--- config.mk ---
export PLATFORM = sky130hd
export DESIGN_NAME = fsrc_cmd
export DESIGN_NICKNAME = d
export VERILOG_FILES = /design/src/rtl/fsrc_pkg.sv /design/src/rtl/fsrc_cmd.sv
export VERILOG_INCLUDE_DIRS = /design/src /design/src/rtl
export SDC_FILE = /design/constraint.sdc
export NUM_CORES = 1
export LEC_CHECK = 0
export ABC_CLOCK_PERIOD_IN_PS = 3420
export BUFFER_PORTS_ARGS = -buffer_cell sky130_fd_sc_hd__buf_4
export CORE_ASPECT_RATIO = 0.75
export CORE_MARGIN = 4
export CORE_UTILIZATION = 53
export DETAILED_ROUTE_END_ITERATION = 8
export PLACE_DENSITY = 0.85
export SLEW_MARGIN = 20
export SYNTH_ARGS = -nofsm -noshare
export SYNTH_HDL_FRONTEND = slang
export SYNTH_SLANG_ARGS = --single-unit
--- constraint.sdc ---
create_clock -name clk -period 3.42 [get_ports clk]
set_input_delay 0.171 -clock clk [delete_from_list [all_inputs] [get_ports clk]]
set_output_delay 0.171 -clock clk [all_outputs]
set_load 0.02 [all_outputs]
--- src/rtl/fsrc_cfg.svh ---
// opcodes, frame lengths and timing counts of the command interpreter
`ifndef FSRC_CFG_SVH
`define FSRC_CFG_SVH

// commands gated by the suspend latency
`define FSRC_OP_READ      8'h03
`define FSRC_OP_READ4     8'h13
`define FSRC_OP_FREAD     8'h0B
`define FSRC_OP_FREAD4    8'h0C
`define FSRC_OP_OREAD     8'hEC
`define FSRC_OP_ODTRD     8'hEE
`define FSRC_OP_SFDP      8'h5A
`define FSRC_OP_IDREAD    8'h9F
`define FSRC_OP_BURSTLEN  8'hC0
`define FSRC_OP_OTPENTER  8'hB1
`define FSRC_OP_OTPEXIT   8'hC1
`define FSRC_OP_WRITE_ENABLE_COMMAND      8'h06
`define FSRC_OP_RESUME    8'h30
`define FSRC_OP_LOCKRD    8'h2D
`define FSRC_OP_SPBRD     8'hE2
`define FSRC_OP_FBRD      8'h16
`define FSRC_OP_DPBRD     8'hE0
`define FSRC_OP_CFG2RD    8'h71
`define FSRC_OP_CFG2WR    8'h72
// commands accepted at any time during suspend
`define FSRC_OP_WRITE_DISABLE_COMMAND      8'h04
`define FSRC_OP_SRREAD    8'h05
`define FSRC_OP_CRREAD    8'h15
`define FSRC_OP_SECREAD   8'h2B
`define FSRC_OP_RESREAD   8'hAB
`define FSRC_OP_ARM       8'h66
`define FSRC_OP_EXEC      8'h99
`define FSRC_OP_NOP       8'h00

// frame shape of the parameter-table read
`define FSRC_SPI_OPC_BITS   5'd8
`define FSRC_SPI_ADDR_BITS  5'd24
`define FSRC_SPI_DUMMY      5'd8
`define FSRC_OCT_ADDR_BYTES 5'd4
`define FSRC_OCT_DUMMY      5'd20
`define FSRC_SO_LINE_OE     8'h02

// suspend latency: figure in ns, cycles rounded up at 4 ns
`define FSRC_CLK_PERIOD_NS  4
`define FSRC_SUSP_LAT_NS    20000
`define FSRC_SUSP_LAT_CYC \
   ((`FSRC_SUSP_LAT_NS + `FSRC_CLK_PERIOD_NS - 1) / `FSRC_CLK_PERIOD_NS)

`endif

--- src/rtl/fsrc_pkg.sv ---
// state types of the command interpreter
package fsrc_pkg;

   typedef enum logic [5:0] {
      L_OPC   = 6'b00_0001,
      L_OPC2  = 6'b00_0010,
      L_ADDR  = 6'b00_0100,
      L_DUMMY = 6'b00_1000,
      L_DATA  = 6'b01_0000,
      L_SKIP  = 6'b10_0000
   } fsrc_link_t;

   typedef enum logic [3:0] {
      OP_IDLE   = 4'b0001,
      OP_BUSY   = 4'b0010,
      OP_SUSPNG = 4'b0100,
      OP_SUSP   = 4'b1000
   } fsrc_op_t;

endpackage

--- src/rtl/fsrc_cmd.sv ---
// suspend, resume, reset and parameter-table command interpreter
//
// Summary of operation
// RL1 - latency commands accepted only after suspend latency
// RL2 - status, security, reset accepted anytime in suspend
// RL3 - resume sets write latch, busy; clears flags
// RL4 - resumed operation runs until done or suspended
// RL5 - host waits resume-to-suspend time before suspending
// RL6 - host waits cycle time after resume
// RL7 - completion clears write latch and busy
// RL8 - no-operation only cancels a pending arm
// RL9 - arm then execute restores power-on defaults
// RL10 - execute works only right after arm
// RL11 - software reset aborts program or erase
// RL12 - host waits recovery time after reset
// RL13 - single-line table read: 3 address, 8 dummy
// RL14 - octal table read: 4 address, 20 dummy
// RL15 - host gives even address in double rate
// RL16 - software reset clears error-correction status
// RL17 - suspend sets program or erase suspended flag
// RL18 - suspend entry clears write latch, becomes ready
// RL19 - unlisted commands ignored while suspended
`timescale 1ns/100ps
`include "fsrc_cfg.svh"

module fsrc_cmd
   import fsrc_pkg::*;
#(
   parameter int SUSP_LAT_CYC = `FSRC_SUSP_LAT_CYC
) (
   // clock and reset
   input  wire logic       clk,
   input  wire logic       nrst,
   // link pins
   input  wire logic       csN,
   input  wire logic       sclk,
   input  wire logic [7:0] dataIn,
   output logic      [7:0] dataOut,
   output logic      [7:0] dataOe,
   // configuration
   input  wire logic       octalMode,
   // array core
   input  wire logic       progStart,
   input  wire logic       eraseStart,
   input  wire logic       suspendReq,
   input  wire logic       opDone,
   // status
   output logic            writeEnableLatch,
   output logic            writeInProgress,
   output logic            programSuspendedFlag,
   output logic            eraseSuspendedFlag,
   output logic            resetArmed,
   output logic            arrayRun,
   // events
   output logic            cmdValid,
   output logic            cmdIgnored,
   output logic      [7:0] cmdCode,
   output logic            softReset,
   output logic            opAbort,
   output logic            eccStatusClear
);

   localparam logic [7:0] TBL [16] = '{
      8'h53, 8'h46, 8'h44, 8'h50, 8'h06, 8'h01, 8'h00, 8'hFF,
      8'h00, 8'h06, 8'h01, 8'h10, 8'h30, 8'h00, 8'h00, 8'hFF};

   function automatic logic isLatencyCmd(input logic [7:0] op);
      case (op)
         `FSRC_OP_READ, `FSRC_OP_READ4, `FSRC_OP_FREAD, `FSRC_OP_FREAD4,
         `FSRC_OP_OREAD, `FSRC_OP_ODTRD, `FSRC_OP_SFDP, `FSRC_OP_IDREAD,
         `FSRC_OP_BURSTLEN, `FSRC_OP_OTPENTER, `FSRC_OP_OTPEXIT,
         `FSRC_OP_WRITE_ENABLE_COMMAND, `FSRC_OP_RESUME, `FSRC_OP_LOCKRD, `FSRC_OP_SPBRD,
         `FSRC_OP_FBRD, `FSRC_OP_DPBRD, `FSRC_OP_CFG2RD,
         `FSRC_OP_CFG2WR: isLatencyCmd = 1'b1;
         default: isLatencyCmd = 1'b0;
      endcase
   endfunction

   function automatic logic isAnytimeCmd(input logic [7:0] op);
      case (op)
         `FSRC_OP_WRITE_DISABLE_COMMAND, `FSRC_OP_SRREAD, `FSRC_OP_CRREAD, `FSRC_OP_SECREAD,
         `FSRC_OP_RESREAD, `FSRC_OP_ARM, `FSRC_OP_EXEC,
         `FSRC_OP_NOP: isAnytimeCmd = 1'b1;
         default: isAnytimeCmd = 1'b0;
      endcase
   endfunction

   // RL1 RL2 RL19 acceptance by state
   function automatic logic cmdAllowed(input logic [7:0] op,
                                       input fsrc_op_t   st);
      case (st)
         OP_IDLE:   cmdAllowed = 1'b1;
         OP_BUSY:   cmdAllowed = isAnytimeCmd(op);
         OP_SUSPNG: cmdAllowed = isAnytimeCmd(op);
         OP_SUSP:   cmdAllowed = isLatencyCmd(op) | isAnytimeCmd(op);
         default:   cmdAllowed = 1'b0;
      endcase
   endfunction

   logic        rstS1;
   logic        rstN;
   logic        cs1, cs2, cs3;
   logic        sck1, sck2, sck3;
   logic [7:0]  din1, din2;
   logic        sckRise, sckFall;
   fsrc_link_t  lnk_r;
   fsrc_op_t    opSt_r;
   logic [4:0]  cnt_r;
   logic [7:0]  sh_r;
   logic [31:0] addr_r;
   logic [3:0]  ptr_r;
   logic [2:0]  bitIdx_r;
   logic        cmdHit_r;
   logic        cmdAcc_r;
   logic [7:0]  cmdOp_r;
   logic        isErase_r;
   logic [15:0] latCnt_r;
   logic [7:0]  spiOp;
   logic        doExec;
   logic        latDone;

   // reset release
   always_ff @(posedge clk or negedge nrst) begin
      if (!nrst) begin
         rstS1 <= 1'b0;
         rstN  <= 1'b0;
      end else begin
         rstS1 <= 1'b1;
         rstN  <= rstS1;
      end
   end

   // pin synchronisers
   always_ff @(posedge clk or negedge rstN) begin
      if (!rstN) begin
         {cs1, cs2, cs3}    <= 3'b111;
         {sck1, sck2, sck3} <= 3'b000;
         din1               <= 8'h00;
         din2               <= 8'h00;
      end else begin
         {cs1, cs2, cs3}    <= {csN, cs1, cs2};
         {sck1, sck2, sck3} <= {sclk, sck1, sck2};
         din1               <= dataIn;
         din2               <= din1;
      end
   end

   assign sckRise = sck2 & ~sck3;
   assign sckFall = ~sck2 & sck3;
   assign spiOp   = {sh_r[6:0], din2[0]};
   assign doExec  = cmdHit_r & cmdAcc_r & (cmdOp_r == `FSRC_OP_EXEC) &
                    resetArmed;
   assign latDone = (latCnt_r == 16'(SUSP_LAT_CYC - 1));
   assign arrayRun = (opSt_r == OP_BUSY);

   // link framing: opcode, address, dummy, data
   always_ff @(posedge clk or negedge rstN) begin
      if (!rstN) begin
         lnk_r    <= L_OPC;
         cnt_r    <= 5'd0;
         sh_r     <= 8'h00;
         addr_r   <= 32'h0000_0000;
         cmdHit_r <= 1'b0;
         cmdAcc_r <= 1'b0;
         cmdOp_r  <= 8'h00;
      end else begin
         cmdHit_r <= 1'b0;
         if (cs2) begin
            lnk_r <= L_OPC;
            cnt_r <= 5'd0;
         end else if (sckRise) begin
            case (lnk_r)
               L_OPC: begin
                  if (octalMode) begin
                     sh_r  <= din2;
                     lnk_r <= L_OPC2;
                  end else if (cnt_r == `FSRC_SPI_OPC_BITS - 5'd1) begin
                     cmdHit_r <= 1'b1;
                     cmdOp_r  <= spiOp;
                     cmdAcc_r <= cmdAllowed(spiOp, opSt_r);
                     cnt_r    <= 5'd0;
                     // RL13 single-line table read
                     lnk_r <= (spiOp == `FSRC_OP_SFDP &&
                               cmdAllowed(spiOp, opSt_r)) ? L_ADDR : L_SKIP;
                  end else begin
                     sh_r  <= spiOp;
                     cnt_r <= cnt_r + 5'd1;
                  end
               end
               L_OPC2: begin
                  cnt_r <= 5'd0;
                  if (din2 == ~sh_r) begin
                     cmdHit_r <= 1'b1;
                     cmdOp_r  <= sh_r;
                     cmdAcc_r <= cmdAllowed(sh_r, opSt_r);
                     // RL14 octal table read
                     lnk_r <= (sh_r == `FSRC_OP_SFDP &&
                               cmdAllowed(sh_r, opSt_r)) ? L_ADDR : L_SKIP;
                  end else begin
                     lnk_r <= L_SKIP;
                  end
               end
               L_ADDR: begin
                  cnt_r <= cnt_r + 5'd1;
                  if (octalMode) begin
                     addr_r <= {addr_r[23:0], din2};
                     if (cnt_r == `FSRC_OCT_ADDR_BYTES - 5'd1) begin
                        lnk_r <= L_DUMMY;
                        cnt_r <= 5'd0;
                     end
                  end else begin
                     addr_r <= {addr_r[30:0], din2[0]};
                     if (cnt_r == `FSRC_SPI_ADDR_BITS - 5'd1) begin
                        lnk_r <= L_DUMMY;
                        cnt_r <= 5'd0;
                     end
                  end
               end
               L_DUMMY: begin
                  cnt_r <= cnt_r + 5'd1;
                  if (cnt_r == (octalMode ? `FSRC_OCT_DUMMY - 5'd1
                                          : `FSRC_SPI_DUMMY - 5'd1)) begin
                     lnk_r <= L_DATA;
                  end
               end
               L_DATA: lnk_r <= L_DATA;
               L_SKIP: lnk_r <= L_SKIP;
               default: lnk_r <= L_SKIP;
            endcase
         end
      end
   end

   // table data driven on falling edges until chip select rises
   always_ff @(posedge clk or negedge rstN) begin
      if (!rstN) begin
         dataOut  <= 8'h00;
         dataOe   <= 8'h00;
         ptr_r    <= 4'h0;
         bitIdx_r <= 3'd0;
      end else if (cs2 || lnk_r != L_DATA) begin
         dataOe   <= 8'h00;
         ptr_r    <= addr_r[3:0];
         bitIdx_r <= 3'd0;
      end else if (sckFall) begin
         if (octalMode) begin
            dataOut <= TBL[ptr_r];
            dataOe  <= 8'hFF;
            ptr_r   <= ptr_r + 4'h1;
         end else begin
            dataOut  <= {6'd0, TBL[ptr_r][3'd7 - bitIdx_r], 1'b0};
            dataOe   <= `FSRC_SO_LINE_OE;
            bitIdx_r <= bitIdx_r + 3'd1;
            if (bitIdx_r == 3'd7) begin
               ptr_r <= ptr_r + 4'h1;
            end
         end
      end
   end

   // reset arming
   always_ff @(posedge clk or negedge rstN) begin
      if (!rstN) begin
         resetArmed <= 1'b0;
      end else if (cmdHit_r) begin
         // RL8 RL10 any other opcode disarms
         resetArmed <= cmdAcc_r & (cmdOp_r == `FSRC_OP_ARM);
      end
   end

   // operation state, latch and suspend flags
   always_ff @(posedge clk or negedge rstN) begin
      if (!rstN) begin
         opSt_r               <= OP_IDLE;
         writeEnableLatch     <= 1'b0;
         writeInProgress      <= 1'b0;
         programSuspendedFlag <= 1'b0;
         eraseSuspendedFlag   <= 1'b0;
         isErase_r            <= 1'b0;
         latCnt_r             <= 16'h0000;
      end else if (doExec) begin
         // RL9 RL11 defaults restored, operation dropped
         opSt_r               <= OP_IDLE;
         writeEnableLatch     <= 1'b0;
         writeInProgress      <= 1'b0;
         programSuspendedFlag <= 1'b0;
         eraseSuspendedFlag   <= 1'b0;
         latCnt_r             <= 16'h0000;
      end else begin
         if (cmdHit_r && cmdAcc_r && cmdOp_r == `FSRC_OP_WRITE_ENABLE_COMMAND) begin
            writeEnableLatch <= 1'b1;
         end
         if (cmdHit_r && cmdAcc_r && cmdOp_r == `FSRC_OP_WRITE_DISABLE_COMMAND) begin
            writeEnableLatch <= 1'b0;
         end
         case (opSt_r)
            OP_IDLE: begin
               if ((progStart || eraseStart) && writeEnableLatch) begin
                  opSt_r          <= OP_BUSY;
                  writeInProgress <= 1'b1;
                  isErase_r       <= eraseStart;
               end
            end
            OP_BUSY: begin
               // RL4 run to completion or suspend
               if (opDone) begin
                  // RL7 completion clears latch and busy
                  opSt_r           <= OP_IDLE;
                  writeEnableLatch <= 1'b0;
                  writeInProgress  <= 1'b0;
               end else if (suspendReq) begin
                  opSt_r   <= OP_SUSPNG;
                  latCnt_r <= 16'h0000;
               end
            end
            OP_SUSPNG: begin
               latCnt_r <= latCnt_r + 16'h0001;
               if (latDone) begin
                  // RL17 RL18 flag set, latch cleared, ready
                  opSt_r               <= OP_SUSP;
                  writeEnableLatch     <= 1'b0;
                  writeInProgress      <= 1'b0;
                  programSuspendedFlag <= ~isErase_r;
                  eraseSuspendedFlag   <= isErase_r;
               end
            end
            OP_SUSP: begin
               // RL1 RL3 resume after latency
               if (cmdHit_r && cmdAcc_r && cmdOp_r == `FSRC_OP_RESUME) begin
                  opSt_r               <= OP_BUSY;
                  writeEnableLatch     <= 1'b1;
                  writeInProgress      <= 1'b1;
                  programSuspendedFlag <= 1'b0;
                  eraseSuspendedFlag   <= 1'b0;
               end
            end
            default: opSt_r <= OP_IDLE;
         endcase
      end
   end

   // command events
   always_ff @(posedge clk or negedge rstN) begin
      if (!rstN) begin
         cmdValid       <= 1'b0;
         cmdIgnored     <= 1'b0;
         cmdCode        <= 8'h00;
         softReset      <= 1'b0;
         opAbort        <= 1'b0;
         eccStatusClear <= 1'b0;
      end else begin
         cmdValid   <= cmdHit_r & cmdAcc_r;
         // RL19 unlisted opcodes only reported
         cmdIgnored <= cmdHit_r & ~cmdAcc_r;
         if (cmdHit_r) begin
            cmdCode <= cmdOp_r;
         end
         softReset      <= doExec;
         // RL11 abort of program or erase
         opAbort        <= doExec & (opSt_r != OP_IDLE);
         // RL16 error-correction status cleared
         eccStatusClear <= doExec;
      end
   end

   chk_resume_sets: assert property ( // RL3
      @(posedge clk) disable iff (!rstN)
      (opSt_r == OP_SUSP && cmdHit_r && cmdAcc_r &&
       cmdOp_r == `FSRC_OP_RESUME)
      |=> writeEnableLatch && writeInProgress &&
          !programSuspendedFlag && !eraseSuspendedFlag && arrayRun)
      else $error("resume did not restore busy state");

   chk_done_clears: assert property ( // RL7
      @(posedge clk) disable iff (!rstN)
      (opSt_r == OP_BUSY && opDone && !doExec)
      |=> !writeEnableLatch && !writeInProgress)
      else $error("completion left latch or busy set");

   chk_exec_unarmed: assert property ( // RL10
      @(posedge clk) disable iff (!rstN)
      (cmdHit_r && cmdOp_r == `FSRC_OP_EXEC && !resetArmed)
      |=> !softReset)
      else $error("execute without arm reset the device");

   chk_reset_defaults: assert property ( // RL9
      @(posedge clk) disable iff (!rstN)
      doExec |=> !writeEnableLatch && !writeInProgress &&
                 !programSuspendedFlag && !eraseSuspendedFlag &&
                 opSt_r == OP_IDLE ##0 softReset && eccStatusClear)
      else $error("software reset left state behind");

   chk_nop_cancels: assert property ( // RL8
      @(posedge clk) disable iff (!rstN)
      (cmdHit_r && cmdOp_r == `FSRC_OP_NOP)
      |=> !resetArmed && writeEnableLatch == $past(writeEnableLatch))
      else $error("no-operation misbehaved");

   chk_susp_entry: assert property ( // RL17
      @(posedge clk) disable iff (!rstN)
      (opSt_r == OP_SUSPNG && latDone && !doExec)
      |=> (programSuspendedFlag ^ eraseSuspendedFlag) &&
          !writeEnableLatch && !writeInProgress)
      else $error("suspend entry did not set flag");

   chk_ignored_keeps: assert property ( // RL19
      @(posedge clk) disable iff (!rstN)
      (opSt_r == OP_SUSP && cmdHit_r && !cmdAcc_r)
      |=> opSt_r == OP_SUSP &&
          programSuspendedFlag == $past(programSuspendedFlag) &&
          eraseSuspendedFlag == $past(eraseSuspendedFlag))
      else $error("ignored command changed suspend state");

   chk_latency_gate: assert property ( // RL1
      @(posedge clk) disable iff (!rstN)
      (cmdHit_r && opSt_r == OP_SUSPNG && isLatencyCmd(cmdOp_r))
      |=> cmdIgnored && !cmdValid)
      else $error("latency command accepted too early");

   chk_anytime_ok: assert property ( // RL2
      @(posedge clk) disable iff (!rstN)
      (cmdHit_r && opSt_r != OP_IDLE &&
       (cmdOp_r == `FSRC_OP_SRREAD || cmdOp_r == `FSRC_OP_SECREAD))
      |=> cmdValid)
      else $error("status read refused during operation");

   chk_abort_flag: assert property ( // RL11
      @(posedge clk) disable iff (!rstN)
      (doExec && opSt_r == OP_BUSY) |=> opAbort && !arrayRun)
      else $error("reset during operation not aborted");

   chk_sfdp_spi_oe: assert property ( // RL13
      @(posedge clk) disable iff (!rstN)
      (lnk_r == L_DATA && sckFall && !cs2 && !octalMode)
      |=> dataOe == `FSRC_SO_LINE_OE)
      else $error("single-line data not on output line");

endmodule // fsrc_cmd

==> results_dict.tcl <==
set metrics [dict create \
    ys_top_cells_by_area "dfrtp_1 44%, o21ai_0 5.6%, nand2_1 4.4%" \
    remaining_drc_errors 0 \
    core_area_um2 11000 \
    clk_latency_ps 350 \
    syn_area_um2 6020 \
    cts_resized 0 \
    groute.usage.overall_pct 21.5 \
    cp_cell_sequence "inv_1 > ha_1 > nor3b_1 > a31oi_1 > or4b_1 > a41o_1 > a21oi_1 > o211ai_1 > o221a_1" \
    hold_start "eraseStart" \
    crit_start "sh_r[0]$_DFFE_PN0P_" \
    start_kind "flip-flop" \
    path_max_fanout 11 \
    gp_congestion 0.938 \
    synth_nets 662 \
    die_y_um 100 \
    antenna_left 0 \
    firstDrtPassIters 5 \
    grt_pass1_vias 4575 \
    vias 4912 \
    nFillCells 890 \
    cts_tree "yes" \
    htreeDepth 3 \
    status "finished, final reports clean" \
    fin_crit_sh_pct 80.7 \
    rows 33 \
    vias_per_cell 6.01 \
    cts_buffers 9 \
    synthDistinctLibCells 79 \
    final_layout_size_suffix_gt1_share_pct 16.0 \
    post-route-util_pct 62.4 \
    cp.required_ps 3660 \
    n_antenna_cell 0 \
    synth-seq-cells 110 \
    final_nets 703 \
    ir_drop_mv 0.301 \
    hp-class "in2reg" \
    ff_latch_area_um2 2760 \
    ys_top_cells_by_count "106 x dfrtp_1, 70 x nand2_1, 67 x o21ai_0, 57 x nor2_1" \
    crit_type "reg2reg" \
    yosysMostFrequentCell "dfrtp_1" \
    end_kind "flip-flop" \
    setup_tns_ps 0 \
    drt-initial-drc-count 491 \
    start_util_pct 54.6 \
    routed_wl_mm 13.6 \
    yosys_warnings 0 \
    slew_headroom_pct 40.1 \
    fmax_mhz 362 \
    die_w_um 131 \
    synth_edf_count 0 \
    wl_per_cell_um 16.6 \
    period_minus_slack_ps 2760 \
    cts-root-buf "clkbuf_16" \
    drv_cap 0 \
    grt_setup_unrepaired "false" \
    yosysTopAreaCell "dfrtp_1" \
    setup_viol 0 \
    synth_top_flop_cell "dfrtp_1" \
    synth-seq-area-share_pct 45.8 \
    worst_pin_slew_ps 895 \
    grt-ovfl-total 0 \
    ys_async_sr_fraction_pct 100 \
    grt_pass1_wl_mm 22.8 \
    hold_viol 0 \
    multi_input_area_um2 3010 \
    power_density_nw_per_um2 569 \
    finalClockSkew_ps 6.59 \
    numPortBuffers 51 \
    power_mw 3.92 \
    dieArea_um2 13200 \
    grt_max_degree 59 \
    yosysTopAreaCellShare_pct 44.0 \
    ios 52 \
    cts_sinks 110 \
    syn_to_final_growth_pct 14.2 \
    syn_area_per_cell_um2 9.55 \
    cpPeakStageDelay_ps 510 \
    timing.rr.start "sh_r[0]$_DFFE_PN0P_" \
    synth_cells 631 \
    p_leak_nw 2.99 \
    clk_path_buf_depth 2 \
    critPathArrivalTime_ps 3000 \
    timing_max_transition_violations_final 0 \
    slowest_stage "dfrtp_1" \
    hpwl_mm 9.60 \
    antenna_found_initial 0 \
    clkSlewWorstSetupHoldPaths_ps 70 \
]
-- where the power goes --
part,switching [mW],internal [mW]
clock,0.487,0.507
combinational,0.628,0.496
sequential,0.307,1.49
total,1.42,2.49
-- critical path, delay by kind of cell, from the launching register on --
family,cells,cell delay [ps]
fa+ha+maj,1,300
buf+inv,1,280
flops,1,510
simple gates,2,690
compound gates,5,880
-- through the flow --
stage,hold slack (ps),setup slack (ps),std cells,instance area [um2]
finish,51.6,660,817,6880
global placement,-46.6,766,790,6480
global route,49.1,435,817,6880
floorplan,-125,136,631,6020
detailed placement,-45.6,708,790,6480
CTS,43.7,673,817,6880
-- final timing paths --
| path | endpoint | slack [ps] | depth (start not counted) |
|---|---|---|---|
| max | lnk_r[5]$_DFFE_PN0P_ | 660 | 9 |
| min | isErase_r$_DFFE_PN0P_ | 50 | 2 |
| max reg2reg | lnk_r[5]$_DFFE_PN0P_ | 660 | 9 |
| min reg2reg | cmdCode[5]$_DFFE_PN0P_ | 350 | 0 |
| max in group asynchronous | cs2$_DFF_PN1_ | 2280 | 1 |
| min in group asynchronous | rstN$_DFF_PN0_ | 130 | 2 |
-- layout by cell type, fill, tap and decap left out, drive strengths merged, types with 14 or more instances in the layout --
cell / instances
nor2: 57
nand3: 15
o21ai: 70
ha: 14
a21oi: 21
dfrtp: 106
inv: 17
mux2i: 23
nand2: 70
buf: 62
-- registers in the layout, indices dropped and copies added, names as in the netlist, 3 cells and up --
name,flops
bitIdx_r,3
latCnt_r,16
cmdCode,8
cmdOp_r,8
cnt_r,5
din2,8
lnk_r,6
opSt_r,4
ptr_r,4
addr_r,4
dataOut,7
sh_r,8
din1,8
-- repair_timing --
| item | CTS | global route |
|---|---|---|
| hold endpoints to repair | 12 | 0 |
| hold buffers | 11 | 0 |
| buffers inserted | 0 | 0 |
-- per-layer routing --
layer / up-vias / part of all wire [%] / GRT usage, %
met2: 128 / 47 / 32.1
li1: 2361 / - / -
met5: - / 0 / 0
met1: 2409 / 47 / 31.6
met3: 14 / 5.0 / 5.16
met4: 0 / 1.0 / 5.45
-- layout make-up --
type,count,area share [%]
clock inverter,6,0.837
timing repair buffer,73,8.55
tap,140,2.55
sequential,110,40.1
clock buffer,10,3.33
multi-input combinational,462,43.7
inverter,16,0.873
-- cell families (layout without fill, tap and decap cells) --
| logic type | Yosys count | count (layout) | synth area share, % |
|---|---|---|---|
| compound gates | 148 | 148 | 15.7 |
| xor+xnor | 16 | 16 | 2.33 |
| fa+ha+maj | 14 | 14 | 2.91 |
| buf+inv | 59 | 105 | 4.32 |
| flops | 110 | 110 | 45.8 |
| mux | 35 | 35 | 6.44 |
| other cells | 1 | 1 | 0.0623 |
| simple gates | 248 | 248 | 22.4 |
(Power assumes the default switching activity.)
